[config.mk]
export PLATFORM = sky130hd
export DESIGN_NAME = core_clock_ratio_decoder
export DESIGN_NICKNAME = d
export VERILOG_FILES = /design/src/hdl/core_clock_ratio_decoder.v /design/src/hdl/ratio_code_lookup.v
export VERILOG_INCLUDE_DIRS = /design/src /design/src/hdl
export SDC_FILE = /design/constraint.sdc
export NUM_CORES = 1
export LEC_CHECK = 0
export BUFFER_PORTS_ARGS = -buffer_cell sky130_fd_sc_hd__buf_4
export CORE_ASPECT_RATIO = 1.4
export CORE_MARGIN = 2
export CORE_UTILIZATION = 40
export CTS_CLUSTER_SIZE = 10
export DETAILED_ROUTE_END_ITERATION = 16
export PLACE_DENSITY_LB_ADDON = 0.05
export SYNTH_ARGS = -nofsm -noshare
export SYNTH_HDL_FRONTEND = slang
export SYNTH_HIERARCHICAL = 1
export SYNTH_SLANG_ARGS = --single-unit
[constraint.sdc]
create_clock -name ref_clk -period 1.89 [get_ports ref_clk]
set_input_delay 0.0945 -clock ref_clk [delete_from_list [all_inputs] [get_ports ref_clk]]
set_output_delay 0.0945 -clock ref_clk [all_outputs]
set_load 0.02 [all_outputs]
[src/hdl/core_clock_ratio_regs.vh]
/*
 * Constants for the core clock ratio decoder: configuration codes,
 * core multiplier encodings (in half steps), loop multiplier encodings and mode codes.
 * Assumes inclusion by bare name from the design files.
 */
`ifndef CORE_CLOCK_RATIO_REGS_VH
`define CORE_CLOCK_RATIO_REGS_VH

// ----------------------------------------------------------------
// Configuration codes, bit 0 of the strap is the MSB
// ----------------------------------------------------------------
`define CFG_2X_VCO2   4'h4
`define CFG_2X_VCO4   4'h5
`define CFG_2P5X      4'h6
`define CFG_3X        4'h8
`define CFG_3P5X      4'he
`define CFG_4X        4'ha
`define CFG_4P5X      4'h7
`define CFG_5X        4'hb
`define CFG_5P5X      4'h9
`define CFG_6X        4'hd
`define CFG_BYPASS    4'h3
`define CFG_CLK_OFF   4'hf

// ----------------------------------------------------------------
// Core multiplier in half units (2x -> 4)
// ----------------------------------------------------------------
`define MULT_W        4
`define HALF_1X       4'h2
`define HALF_2X       4'h4
`define HALF_2P5X     4'h5
`define HALF_3X       4'h6
`define HALF_3P5X     4'h7
`define HALF_4X       4'h8
`define HALF_4P5X     4'h9
`define HALF_5X       4'ha
`define HALF_5P5X     4'hb
`define HALF_6X       4'hc
`define VCO_NONE      3'h0
`define VCO_2X        3'h2
`define VCO_4X        3'h4

// ----------------------------------------------------------------
// Clock modes
// ----------------------------------------------------------------
`define MODE_PLL      2'h0
`define MODE_BYPASS   2'h1
`define MODE_OFF      2'h2
`define MODE_RESERVED 2'h3

`endif

[src/hdl/core_clock_ratio_decoder.v]
/*
 * Core clock ratio decoder: captures the four strap pins at reset
 * release and presents the selected clock mode as registered outputs.
 * Assumes straps are synchronous to ref_clk and stable during reset.
 */
// Function
// - Code 0100: core 2x bus, loop 2x
// - Code 0101: core 2x bus, loop 4x
// - Code 0110: core 2.5x bus, loop 2x
// - Code 1000: core 3x bus, loop 2x
// - Code 1110: core 3.5x bus, loop 2x
// - Code 1010: core 4x bus, loop 2x
// - Code 0111: core 4.5x bus, loop 2x
// - Code 1011: core 5x bus, loop 2x
// - Code 1001: core 5.5x bus, loop 2x
// - Code 1101: core 6x bus, loop 2x
// - Code 0011: loop off, core from bus, 1:1
// - Code 1111: no internal clocking at all
// - Frequencies follow only from the code
`timescale 1ns/100ps
`include "core_clock_ratio_regs.vh"

module core_clock_ratio_decoder (
    input wire ref_clk,
    input wire rst_b,
    input wire [0:3] ratioSelect,
    output reg [3:0] coreMultHalf,
    output reg [2:0] vcoMult,
    output reg loopEnable,
    output reg coreClockEnable,
    output reg bypassOneToOne,
    output reg reservedCode,
    output reg configValid
);

    // ----------------------------------------------------------------
    // Strap capture
    // ----------------------------------------------------------------
    // Taken once on the first edge after release, since an async
    // reset may only load constants.
    reg captured;
    reg [3:0] strapCode;
    wire [3:0] codeMsbFirst;

    assign codeMsbFirst = {ratioSelect[0], ratioSelect[1],
                           ratioSelect[2], ratioSelect[3]};

    always @(posedge ref_clk or negedge rst_b) begin
        if (!rst_b) begin
            captured <= 1'b0;
            strapCode <= `CFG_CLK_OFF;
        end else if (!captured) begin
            captured <= 1'b1;
            strapCode <= codeMsbFirst;
        end
    end

    // ----------------------------------------------------------------
    // Multiplier lookup
    // ----------------------------------------------------------------
    wire [3:0] lookHalf;
    wire [2:0] lookVco;

    // Mode flags are decoded below, one arm per code; only multipliers used
    ratio_code_lookup lookup (
        .code(strapCode),
        .coreHalf(lookHalf),
        .vcoMult(lookVco),
        .mode()
    );

    // ----------------------------------------------------------------
    // Mode flags per code
    // ----------------------------------------------------------------
    // Spelled out per code rather than grouped, so each code's clocking
    // can be held against the board's strap table line by line.
    reg codeLoop;
    reg codeCore;
    reg codeBypass;
    reg codeReserved;

    always @* begin
        codeLoop = 1'b0;
        codeCore = 1'b0;
        codeBypass = 1'b0;
        codeReserved = 1'b0;
        case (strapCode)
            `CFG_2X_VCO2: begin
                codeLoop = 1'b1;
                codeCore = 1'b1;
                codeBypass = 1'b0;
                codeReserved = 1'b0;
            end

            `CFG_2X_VCO4: begin
                codeLoop = 1'b1;
                codeCore = 1'b1;
                codeBypass = 1'b0;
                codeReserved = 1'b0;
            end

            `CFG_2P5X: begin
                codeLoop = 1'b1;
                codeCore = 1'b1;
                codeBypass = 1'b0;
                codeReserved = 1'b0;
            end

            `CFG_3X: begin
                codeLoop = 1'b1;
                codeCore = 1'b1;
                codeBypass = 1'b0;
                codeReserved = 1'b0;
            end

            `CFG_3P5X: begin
                codeLoop = 1'b1;
                codeCore = 1'b1;
                codeBypass = 1'b0;
                codeReserved = 1'b0;
            end

            `CFG_4X: begin
                codeLoop = 1'b1;
                codeCore = 1'b1;
                codeBypass = 1'b0;
                codeReserved = 1'b0;
            end

            `CFG_4P5X: begin
                codeLoop = 1'b1;
                codeCore = 1'b1;
                codeBypass = 1'b0;
                codeReserved = 1'b0;
            end

            `CFG_5X: begin
                codeLoop = 1'b1;
                codeCore = 1'b1;
                codeBypass = 1'b0;
                codeReserved = 1'b0;
            end

            `CFG_5P5X: begin
                codeLoop = 1'b1;
                codeCore = 1'b1;
                codeBypass = 1'b0;
                codeReserved = 1'b0;
            end

            `CFG_6X: begin
                codeLoop = 1'b1;
                codeCore = 1'b1;
                codeBypass = 1'b0;
                codeReserved = 1'b0;
            end

            `CFG_BYPASS: begin
                codeLoop = 1'b0;
                codeCore = 1'b1;
                codeBypass = 1'b1;
                codeReserved = 1'b0;
            end

            `CFG_CLK_OFF: begin
                codeLoop = 1'b0;
                codeCore = 1'b0;
                codeBypass = 1'b0;
                codeReserved = 1'b0;
            end

            default: begin
                // Undefined codes stay dark, flag raised for board logic
                codeLoop = 1'b0;
                codeCore = 1'b0;
                codeBypass = 1'b0;
                codeReserved = 1'b1;
            end
        endcase
    end

    // ----------------------------------------------------------------
    // Claim gate
    // ----------------------------------------------------------------
    // Nothing is claimed before the strap is held
    wire [3:0] next_coreMultHalf;
    wire [2:0] next_vcoMult;
    wire next_loopEnable;
    wire next_coreClockEnable;
    wire next_bypassOneToOne;
    wire next_reservedCode;

    assign next_coreMultHalf = captured ? lookHalf : 4'h0;
    assign next_vcoMult = captured ? lookVco : `VCO_NONE;
    assign next_loopEnable = codeLoop && captured;
    assign next_coreClockEnable = codeCore && captured;
    assign next_bypassOneToOne = codeBypass && captured;
    assign next_reservedCode = codeReserved && captured;

    // ----------------------------------------------------------------
    // Output registers
    // ----------------------------------------------------------------
    always @(posedge ref_clk or negedge rst_b) begin
        if (!rst_b) begin
            coreMultHalf <= 4'h0;
            vcoMult <= `VCO_NONE;
            loopEnable <= 1'b0;
            coreClockEnable <= 1'b0;
            bypassOneToOne <= 1'b0;
            reservedCode <= 1'b0;
            configValid <= 1'b0;
        end else begin
            coreMultHalf <= next_coreMultHalf;
            vcoMult <= next_vcoMult;
            loopEnable <= next_loopEnable;
            coreClockEnable <= next_coreClockEnable;
            bypassOneToOne <= next_bypassOneToOne;
            reservedCode <= next_reservedCode;
            configValid <= captured;
        end
    end

endmodule

[src/hdl/ratio_code_lookup.v]
/*
 * Pure lookup from a configuration code to core multiplier, loop
 * multiplier and clock mode.
 * Assumes the caller registers the outputs.
 */
`timescale 1ns/100ps
`include "core_clock_ratio_regs.vh"

module ratio_code_lookup (
    input wire [3:0] code,
    output reg [3:0] coreHalf,
    output reg [2:0] vcoMult,
    output reg [1:0] mode
);

    always @* begin
        coreHalf = `HALF_2X;
        vcoMult = `VCO_2X;
        mode = `MODE_PLL;
        case (code)
            `CFG_2X_VCO2: coreHalf = `HALF_2X;
            `CFG_2X_VCO4: begin
                coreHalf = `HALF_2X;
                vcoMult = `VCO_4X;
            end
            `CFG_2P5X: coreHalf = `HALF_2P5X;
            `CFG_3X: coreHalf = `HALF_3X;
            `CFG_3P5X: coreHalf = `HALF_3P5X;
            `CFG_4X: coreHalf = `HALF_4X;
            `CFG_4P5X: coreHalf = `HALF_4P5X;
            `CFG_5X: coreHalf = `HALF_5X;
            `CFG_5P5X: coreHalf = `HALF_5P5X;
            `CFG_6X: coreHalf = `HALF_6X;
            `CFG_BYPASS: begin
                coreHalf = `HALF_1X;
                vcoMult = `VCO_NONE;
                mode = `MODE_BYPASS;
            end
            `CFG_CLK_OFF: begin
                coreHalf = 4'h0;
                vcoMult = `VCO_NONE;
                mode = `MODE_OFF;
            end
            default: begin
                // Undefined codes: report, keep loop quiet
                coreHalf = 4'h0;
                vcoMult = `VCO_NONE;
                mode = `MODE_RESERVED;
            end
        endcase
    end

endmodule

==> results of run 1 <==
-- worst paths after layout --
check / end / slack, ns / depth (start not counted)
hold / removal: strapCode[3]$_DFFE_PN1N_ / 0.03 / 2
hold reg to reg: reservedCode$_DFF_PN0_ / 0.67 / 2
setup reg to reg: vcoMult[1]$_DFF_PN0_ / 0.40 / 3
min in group asynchronous: reservedCode$_DFF_PN0_ / 0.18 / 2
setup / recovery: vcoMult[1]$_DFF_PN0_ / 0.40 / 3
max in group asynchronous: strapCode[1]$_DFFE_PN1N_ / 1.46 / 2
-- power breakdown --
part	switching [mW]	internal [mW]	total, mW
clock	0.114	0.0789	0.193
combinational	0.0662	0.0841	0.150
sequential	0.0454	0.402	0.447
-- layout make-up --
class                           count  area (sq um)
Sequential cell                    17         430.4
Clock buffer                        3         22.52
Tap cell                           21         26.28
Multi-Input combinational cell     45         339.1
Clock inverter                      1         5.005
Inverter                            2         7.507
Fill cell                         192         980.9
Timing Repair Buffer               18         137.6
-- through the flow --
| stage | utilization (%) | hold WS [ns] | std cells | area [sq um] | total power [mW] |
|---|---|---|---|---|---|
| 6_report | 49.68 | 0.02531 | 107 | 968.4 | 0.7902 |
| 2_1_floorplan | - | -0.2011 | 70 | 809.5 | 0.5477 |
| 3_5_place_dp | 47.75 | -0.02969 | 102 | 930.9 | 0.6051 |
| 4_1_cts | 49.68 | 0.01301 | 107 | 968.4 | 0.8057 |
| 3_3_place_gp | 47.75 | -0.03045 | 102 | 930.9 | 0.6014 |
| 5_1_grt | 49.68 | 0.01421 | 107 | 968.4 | 0.8425 |
-- metal layers --
layer / GRT usage, % / vias to the layer above / wire length, um
met5: 0 / - / 0
met4: 8.036 / 0 / 37
met3: 3.165 / 5 / 71
met2: 18.30 / 16 / 616
met1: 15.59 / 264 / 508
li1: - / 272 / -
-- critical path, cell delays in order (launching register included) --
cell and delay [ns]:
dfstp_2 0.68, or3b_1 0.37, and4b_1 0.20, and2_1 0.14
-- what timing repair did --
item | CTS | global route
endpoints found under the hold margin | 17 | 0
hold buffers | 1 | 0
endpoints found under the setup margin | 0 | 0
==> results.tsv, run 1 <==
metric	value	unit
Setup TNS Final	0	ns
CTS Buf Count	3	
peak supply drop	0.0005108	V
Slew Limit Fails	0	
drt initial violations	7	
DP HPWL	798.5	um
Final Cycle Share	78.80	%
power per cell area	816.0	nW/um^2
Max clock buf depth	2	
Die Area	2405	sq um
Critical Path AT	1.68	ns
RSZ-0062 raised after global routing	no	
Clk Latency, worst-skew pair	0.29	ns
Detail Route Antenna Nets	0	
Routed WL per cell	11.53	um
initial antenna violation count	0	
Syn Nets	78	
starting density of the core	41.53	%
biggest regs	coreMultHalf x4, strapCode x4, vcoMult x3	
CTS clock-pin slew for the worst setup and hold paths	0.10	ns
maxcap violations	0	
Hold Path Class	in -> reg	
worst r2r src	strapCode[0]$_DFFE_PN1N_	
Vias	557	
Horiz. Die Dim	42.02	um
largest net degree at the start of global routing	21	
gp weighted congestion	0.7171	
Rows	19	
post-route setup slack	0.4007	ns
CP Data Required Time	2.08	ns
first-pass GRT wire length	2187	um
yosys warns	6	
fraction of layout cells with a size suffix above 1	34.88	%
outcome	finished clean	
critical path launch point type	flop	
Post-CTS Setup Bufs	0	
DRC Markers	0	
Sink Count	17	
Hold Startpoint	ratioSelect[0]	
# IOs	18	
ANT cells	0	
CP Capture Type	flop	
Lkg Pwr	0.4596	nW
gr ovfl total	0	
dpl ws	0.4101	ns
Crit Path Max Fanout	16	
vias in the first global route	491	
Mapped Area	809.5	sq um
area grow syn2layout	19.63	%
final worst path period need	1.489	ns
Final #Nets	95	
# setup viols final	0	
root buf cell	clkbuf_4	
I/O Buffers	17	
drt via density	5.206	
Mean Syn Cell Area	11.56	sq um
crit path launch	strapCode[0]$_DFFE_PN1N_	
most frequent cells in the layout	17 x buf_4, 13 x dfrtp_1, 7 x and2_1	
fmax	671.5	MHz
final hold vios	0	
gr usage total	12.25	%
crit path kind	reg -> reg	
Die Y	57.23	um
H-tree Lvls	1	
total core area	1949	sq um
cells after synthesis	70	
post_cts resized	0	
TritonCTS clock tree	done	
wirelength, routed	1234	um
commonest non-fill, non-tap cell in the layout	buf_4	
clk_skew	0.001356	ns
1st-pass router iterations	4	
(Power assumes the default switching activity.)
==> run 2: changes to the inputs <==
==> constraint.sdc (replaced) <==
create_clock -name ref_clk -period 1.45 [get_ports ref_clk]
set_input_delay 0.0725 -clock ref_clk [delete_from_list [all_inputs] [get_ports ref_clk]]
set_output_delay 0.0725 -clock ref_clk [all_outputs]
set_load 0.02 [all_outputs]
==> run 2 against run 1 <==
Effect of this change: non-clock buffer count is 9 higher; highest routed layer unchanged; largest power group unchanged; critical endpoint unchanged; wire length is 9.4% higher; flip-flop and latch count stayed put.
==> results.tsv, run 2 (same netlist as run 1, synthesis figures left out) <==
metric	value	unit	change
total core area	1949	sq um	unchanged
WHS Endpoint	strapCode[1]$_DFFE_PN1N_		was strapCode[3]$_DFFE_PN1N_
crit path launch	strapCode[0]$_DFFE_PN1N_		unchanged
final hold vios	0		unchanged
CP Data Required Time	1.64	ns	was 2.08 ns
power per cell area	1017	nW/um^2	was 816.0 nW/um^2
# setup viols final	0		unchanged
Vias	581		was 557
gr usage total	11.83	%	was 12.25%
Critical Path AT	1.58	ns	was 1.68 ns
wirelength, routed	1350	um	was 1234 um
flop2flop setup slack	0.06	ns	was 0.40 ns
Tot Pwr	1.081	mW	was 0.7902 mW
maxcap violations	0		unchanged
Cell Int Power	0.7745	mW	was 0.5646 mW
post-route setup slack	0.06218	ns	was 0.4007 ns
biggest regs	coreMultHalf x4, strapCode x4, vcoMult x3		unchanged
Hold Path Stages	2		unchanged
critical path launch point type	flop		unchanged
# IOs	18		unchanged
CP Capture Type	flop		unchanged
TritonCTS clock tree	done		unchanged
1st-pass router iterations	4		unchanged
Horiz. Die Dim	42.02	um	unchanged
largest net degree at the start of global routing	20		was 21
Routed WL per cell	11.64	um	was 11.53 um
gp weighted congestion	0.7241		was 0.7171
Final #Nets	104		was 95
clk_skew	0.002687	ns	was 0.001356 ns
Min Hold Slack	0.004655	ns	was 0.02531 ns
starting density of the core	41.53	%	unchanged
ANT cells	0		unchanged
fraction of layout cells with a size suffix above 1	43.16	%	was 34.88%
Hold Startpoint	ratioSelect[2]		was ratioSelect[0]
final worst path period need	1.388	ns	was 1.489 ns
Lkg Pwr	0.5047	nW	was 0.4596 nW
root buf cell	clkbuf_4		unchanged
dpl cells	106		was 102
Sink Count	17		unchanged
net switching power	0.3067	mW	was 0.2256 mW
CTS Buf Count	3		unchanged
Hold Path Class	in -> reg		unchanged
outcome	finished clean		unchanged
H-tree Lvls	1		unchanged
worst r2r src	strapCode[0]$_DFFE_PN1N_		unchanged
worst reg-to-reg path cell count	3		unchanged
Die Area	2405	sq um	unchanged
Rows	19		unchanged
Setup TNS Final	0	ns	unchanged
Crit Path Max Fanout	7		was 16
Finished Core Util	54.56	%	was 49.68%
RR Endpoint	vcoMult[1]$_DFF_PN0_		unchanged
Clk Latency, worst-skew pair	0.29	ns	about the same
I/O Buffers	17		unchanged
post-route cell area	1064	sq um	was 968.4 sq um
Sw Share	28.37	%	was 28.55%
fmax	720.6	MHz	was 671.5 MHz
Detail Route Antenna Nets	0		unchanged
area grow syn2layout	31.38	%	was 19.63%
Sequential Power Share	52.0	%	was 56.6%
gr ovfl total	0		unchanged
most frequent cells in the layout	24 x buf_4, 13 x dfrtp_1, 7 x and2_1		was 17 x buf_4, 13 x dfrtp_1, 7 x and2_1
DRC Markers	0		unchanged
peak supply drop	0.0007194	V	was 0.0005108 V
Die Y	57.23	um	unchanged
crit path kind	reg -> reg		unchanged
CTS clock-pin slew for the worst setup and hold paths	0.10	ns	about the same
Final Cycle Share	95.71	%	was 78.80%
first-pass GRT wire length	2097	um	was 2187 um
Clk pwr share	23.1	%	was 24.4%
Logic pwr share	24.8	%	was 19.0%
initial antenna violation count	0		unchanged
commonest non-fill, non-tap cell in the layout	buf_4		unchanged
drt via density	5.009		was 5.206
DP Area	960.9	sq um	was 930.9 sq um
drt initial violations	2		was 7
Max clock buf depth	2		unchanged
fin cells	116		was 107
vias in the first global route	511		was 491
RSZ-0062 raised after global routing	no		unchanged
DP HPWL	857.7	um	was 798.5 um
Slew Limit Fails	0		unchanged
dpl ws	0.06777	ns	was 0.4101 ns
run 2: changes by cell type in the layout (fill, tap and decap cells not counted), sizes merged:
cell	before	now
buf	17	25
dlygate4sd3	1	2
run 2: cell type report:
cell class	instances	area (sq um)
Multi-Input combinational cell	45	351.6
Timing Repair Buffer	27	220.2
Clock inverter	1	5.005
Fill cell	179	885.9
Tap cell	21	26.28
Inverter	2	7.507
Clock buffer	3	22.52
Sequential cell	17	430.4
run 2: what timing repair did:
action,4_1_cts,5_1_grt
resized for setup,0,3
hold buffers,1,1
setup buffers,0,4
endpoints found under the hold margin,17,1
endpoints found under the setup margin,0,2
run 2: worst max-delay path, cell delays in order, from the launching register on:
cell,delay (ns)
dfstp_2,0.60
or3b_1,0.35
and4b_1,0.19
and2_1,0.15
run 2: how the worst max path moves through the flow:
stage / endpoint / slack, ns / depth (start not counted)
floorplan: vcoMult[1]$_DFF_PN0_ / 0.13 / 3
global placement: coreClockEnable$_DFF_PN0_ / 0.08 / 4
finish: vcoMult[1]$_DFF_PN0_ / 0.06 / 3
global route: vcoMult[1]$_DFF_PN0_ / 0.03 / 3
CTS: coreClockEnable$_DFF_PN0_ / 0.05 / 4
detailed placement: coreClockEnable$_DFF_PN0_ / 0.07 / 4
run 2: power groups by stage:
stage | Combinational (mW) | Sequential [mW] | Clock [mW]
3_5_place_dp | 0.228 | 0.577 | 0
5_1_grt | 0.294 | 0.570 | 0.284
3_3_place_gp | 0.226 | 0.576 | 0
2_1_floorplan | 0.118 | 0.596 | 0
4_1_cts | 0.230 | 0.568 | 0.258
6_report | 0.269 | 0.563 | 0.250
run 2: per-layer routing:
metal / GRT usage (%) / wire length [um] / vias up
met5: 0 / 0 / -
li1: - / - / 289
met3: 2.848 / 74 / 5
met2: 19.20 / 680 / 19
met1: 13.70 / 547 / 268
met4: 8.036 / 48 / 0
==> run 3: changes to the inputs <==
--- a/config.mk
+++ b/config.mk
@@ -6,6 +6,7 @@
 export SDC_FILE = /design/constraint.sdc
 export NUM_CORES = 1
 export LEC_CHECK = 0
+export ABC_AREA = 1
 export BUFFER_PORTS_ARGS = -buffer_cell sky130_fd_sc_hd__buf_4
 export CORE_ASPECT_RATIO = 1.4
 export CORE_MARGIN = 2
==> run 3 against run 2 <==
Effect of this change: setup slack gained 0.090 ns; worst hold slack improved by 0.16 ns; final cell count rose by 22%; sequential power decreased by 2%; flip-flop and latch count did not move; synthesized area decreased by 0.62%; synthesized cell count up 36%; fmax up 7.0%.
==> results.tsv, run 3 <==
metric	value	unit	change
outcome	finished clean		unchanged
most frequent cells in the layout	22 x nand2_1, 19 x buf_4, 16 x inv_1		was 24 x buf_4, 13 x dfrtp_1, 7 x and2_1
# setup viols final	0		unchanged
Sink Count	17		unchanged
fraction of layout cells with a size suffix above 1	32.23	%	was 43.16%
drt via density	4.577		was 5.009
slowest cell on the critical path	dfstp_2		unchanged
register area	430.4	sq um	unchanged
CP Capture Type	flop		unchanged
worst path cell trace	inv_2 > nand2_2 > nor2_2 > nor2_2 > o211ai_1 > nand2_1 > inv_1		was or3b_1 > and4b_1 > and2_1
fin cells	142		was 116
Cell Int Power	0.7239	mW	was 0.7745 mW
largest net degree at the start of global routing	18		was 20
wirelength, routed	1490	um	was 1350 um
CTS Buf Count	3		unchanged
Die Y	57.07	um	was 57.23 um
Routed WL per cell	10.49	um	was 11.64 um
DRC Markers	0		unchanged
net switching power	0.3069	mW	was 0.3067 mW
commonest non-fill, non-tap cell in the layout	nand2_1		was buf_4
post_cts resized	0		unchanged
starting density of the core	41.78	%	was 41.53%
gr usage total	14.70	%	was 11.83%
maxcap violations	0		unchanged
Clk Latency, worst-skew pair	0.29	ns	about the same
peak per-stage delay on the critical path	0.65	ns	was 0.60 ns
drt initial violations	20		was 2
gp weighted congestion	0.8861		was 0.7241
peak supply drop	0.0006839	V	was 0.0007194 V
Syn Nets	103		was 78
Die Area	2391	sq um	was 2405 sq um
Slew Limit Fails	0		unchanged
final worst path period need	1.298	ns	was 1.388 ns
DP Area	950.9	sq um	was 960.9 sq um
CTS clock-pin slew for the worst setup and hold paths	0.09	ns	was 0.10 ns
first-pass GRT wire length	2642	um	was 2097 um
Max clock buf depth	2		unchanged
Critical Path AT	1.49	ns	was 1.58 ns
Mean Syn Cell Area	8.469	sq um	was 11.56 sq um
I/O Buffers	17		unchanged
# IOs	18		unchanged
Clk pwr share	24.3	%	was 23.1%
yosys warns	6		unchanged
Setup TNS Final	0	ns	unchanged
fmax	770.7	MHz	was 720.6 MHz
cells after synthesis	95		was 70
crit path kind	reg -> reg		unchanged
critical path launch point type	flop		unchanged
critical path's top delay family	flip-flops		was simple AND/OR/NAND/NOR gates
root buf cell	clkbuf_4		unchanged
TritonCTS clock tree	done		unchanged
total core area	1926	sq um	was 1949 sq um
Final #Nets	130		was 104
clk_skew	0.003748	ns	was 0.002687 ns
Hold Path Class	in -> async		was in -> reg
post-route cell area	1035	sq um	was 1064 sq um
H-tree Lvls	1		unchanged
DP HPWL	1067	um	was 857.7 um
Sw Share	29.78	%	was 28.37%
biggest regs	coreMultHalf x4, strapCode x4, vcoMult x3		unchanged
gr ovfl total	0		unchanged
Mapped Area	804.5	sq um	was 809.5 sq um
final hold vios	0		unchanged
Sequential Power Share	53.4	%	was 52.0%
Layout fillers	182		was 179
power per cell area	996.2	nW/um^2	was 1017 nW/um^2
initial antenna violation count	0		unchanged
Lkg Pwr	0.5996	nW	was 0.5047 nW
dpl cells	132		was 106
Horiz. Die Dim	41.91	um	was 42.02 um
Rows	19		unchanged
Crit Path Max Fanout	10		was 7
area grow syn2layout	28.62	%	was 31.38%
Final Cycle Share	89.48	%	was 95.71%
1st-pass router iterations	4		unchanged
Vias	650		was 581
Logic pwr share	22.4	%	was 24.8%
CP Data Required Time	1.64	ns	about the same
vias in the first global route	630		was 511
footprint of the multi-input gates	291.5	sq um	was 351.6 sq um
Detail Route Antenna Nets	0		unchanged
ANT cells	0		unchanged
Crit path buffers/inverters	2		was 0
RSZ-0062 raised after global routing	no		unchanged
Top cell by count, worst path	nor2_2		
==> run 3: path summary, 6_finish.rpt <==
path / startpoint / slack (ns) / cells after the start / end
setup / recovery: strapCode[3]$_DFFE_PN1N_ / 0.15 / 7 / vcoMult[1]$_DFF_PN0_
hold / removal: rst_b / 0.17 / 2 / coreClockEnable$_DFF_PN0_
setup reg to reg: strapCode[3]$_DFFE_PN1N_ / 0.15 / 7 / vcoMult[1]$_DFF_PN0_
hold reg to reg: strapCode[0]$_DFFE_PN1N_ / 0.55 / 2 / strapCode[0]$_DFFE_PN1N_
max in group asynchronous: rst_b / 1.03 / 2 / strapCode[3]$_DFFE_PN1N_
min in group ref_clk: ratioSelect[1] / 0.53 / 4 / strapCode[2]$_DFFE_PN1N_
==> run 3: timing repair <==
item,4_1_cts,5_1_grt
hold buffers,5,0
buffers inserted,0,1
endpoints found under the hold margin,21,0
setup endpoints to repair,0,2
==> run 3: per-stage QoR <==
step                      hold slack [ns]  worst slack (ns)  power (mW)  util [%]
after global routing               0.1784          0.007400       1.098     53.74
after global placement           -0.05432            0.1797      0.7734     49.38
final                              0.1659            0.1525       1.031     53.74
after detailed placement         -0.05236            0.1645      0.7764     49.38
after floorplan                   -0.2231            0.2639      0.6935         -
after CTS                          0.1675            0.1454       1.050     53.35
==> run 3: power groups by stage <==
stage	clock network, mW	registers [mW]	logic [mW]
after floorplan	0	0.587	0.106
after global placement	0	0.559	0.214
after detailed placement	0	0.561	0.216
after CTS	0.270	0.552	0.228
after global routing	0.282	0.556	0.260
final	0.250	0.550	0.230
==> run 3: worst register-to-register path: cells and delay by family, from the launching register on <==
family	cells	cell delay [ns]
DFF	1	0.65
AOI/OAI and AO/OA	1	0.10
buffers and inverters	2	0.09
and+or+nand+nor	4	0.36
==> run 3: cell type report <==
type,instances,share of cell area (%)
sequential,17,41.60
multi-input combinational,58,28.17
timing repair buffer,24,18.62
inverter,18,6.530
clock buffer,4,2.539
tap,21,2.539
==> run 3: routing by layer <==
| metal | global-route usage (%) | up-vias | routed length (um) |
|---|---|---|---|
| met5 | 0 | - | 0 |
| met4 | 11.06 | 0 | 46 |
| met3 | 1.899 | 5 | 64 |
| met2 | 25.22 | 21 | 742 |
| met1 | 16.29 | 289 | 637 |
| li1 | - | 335 | - |
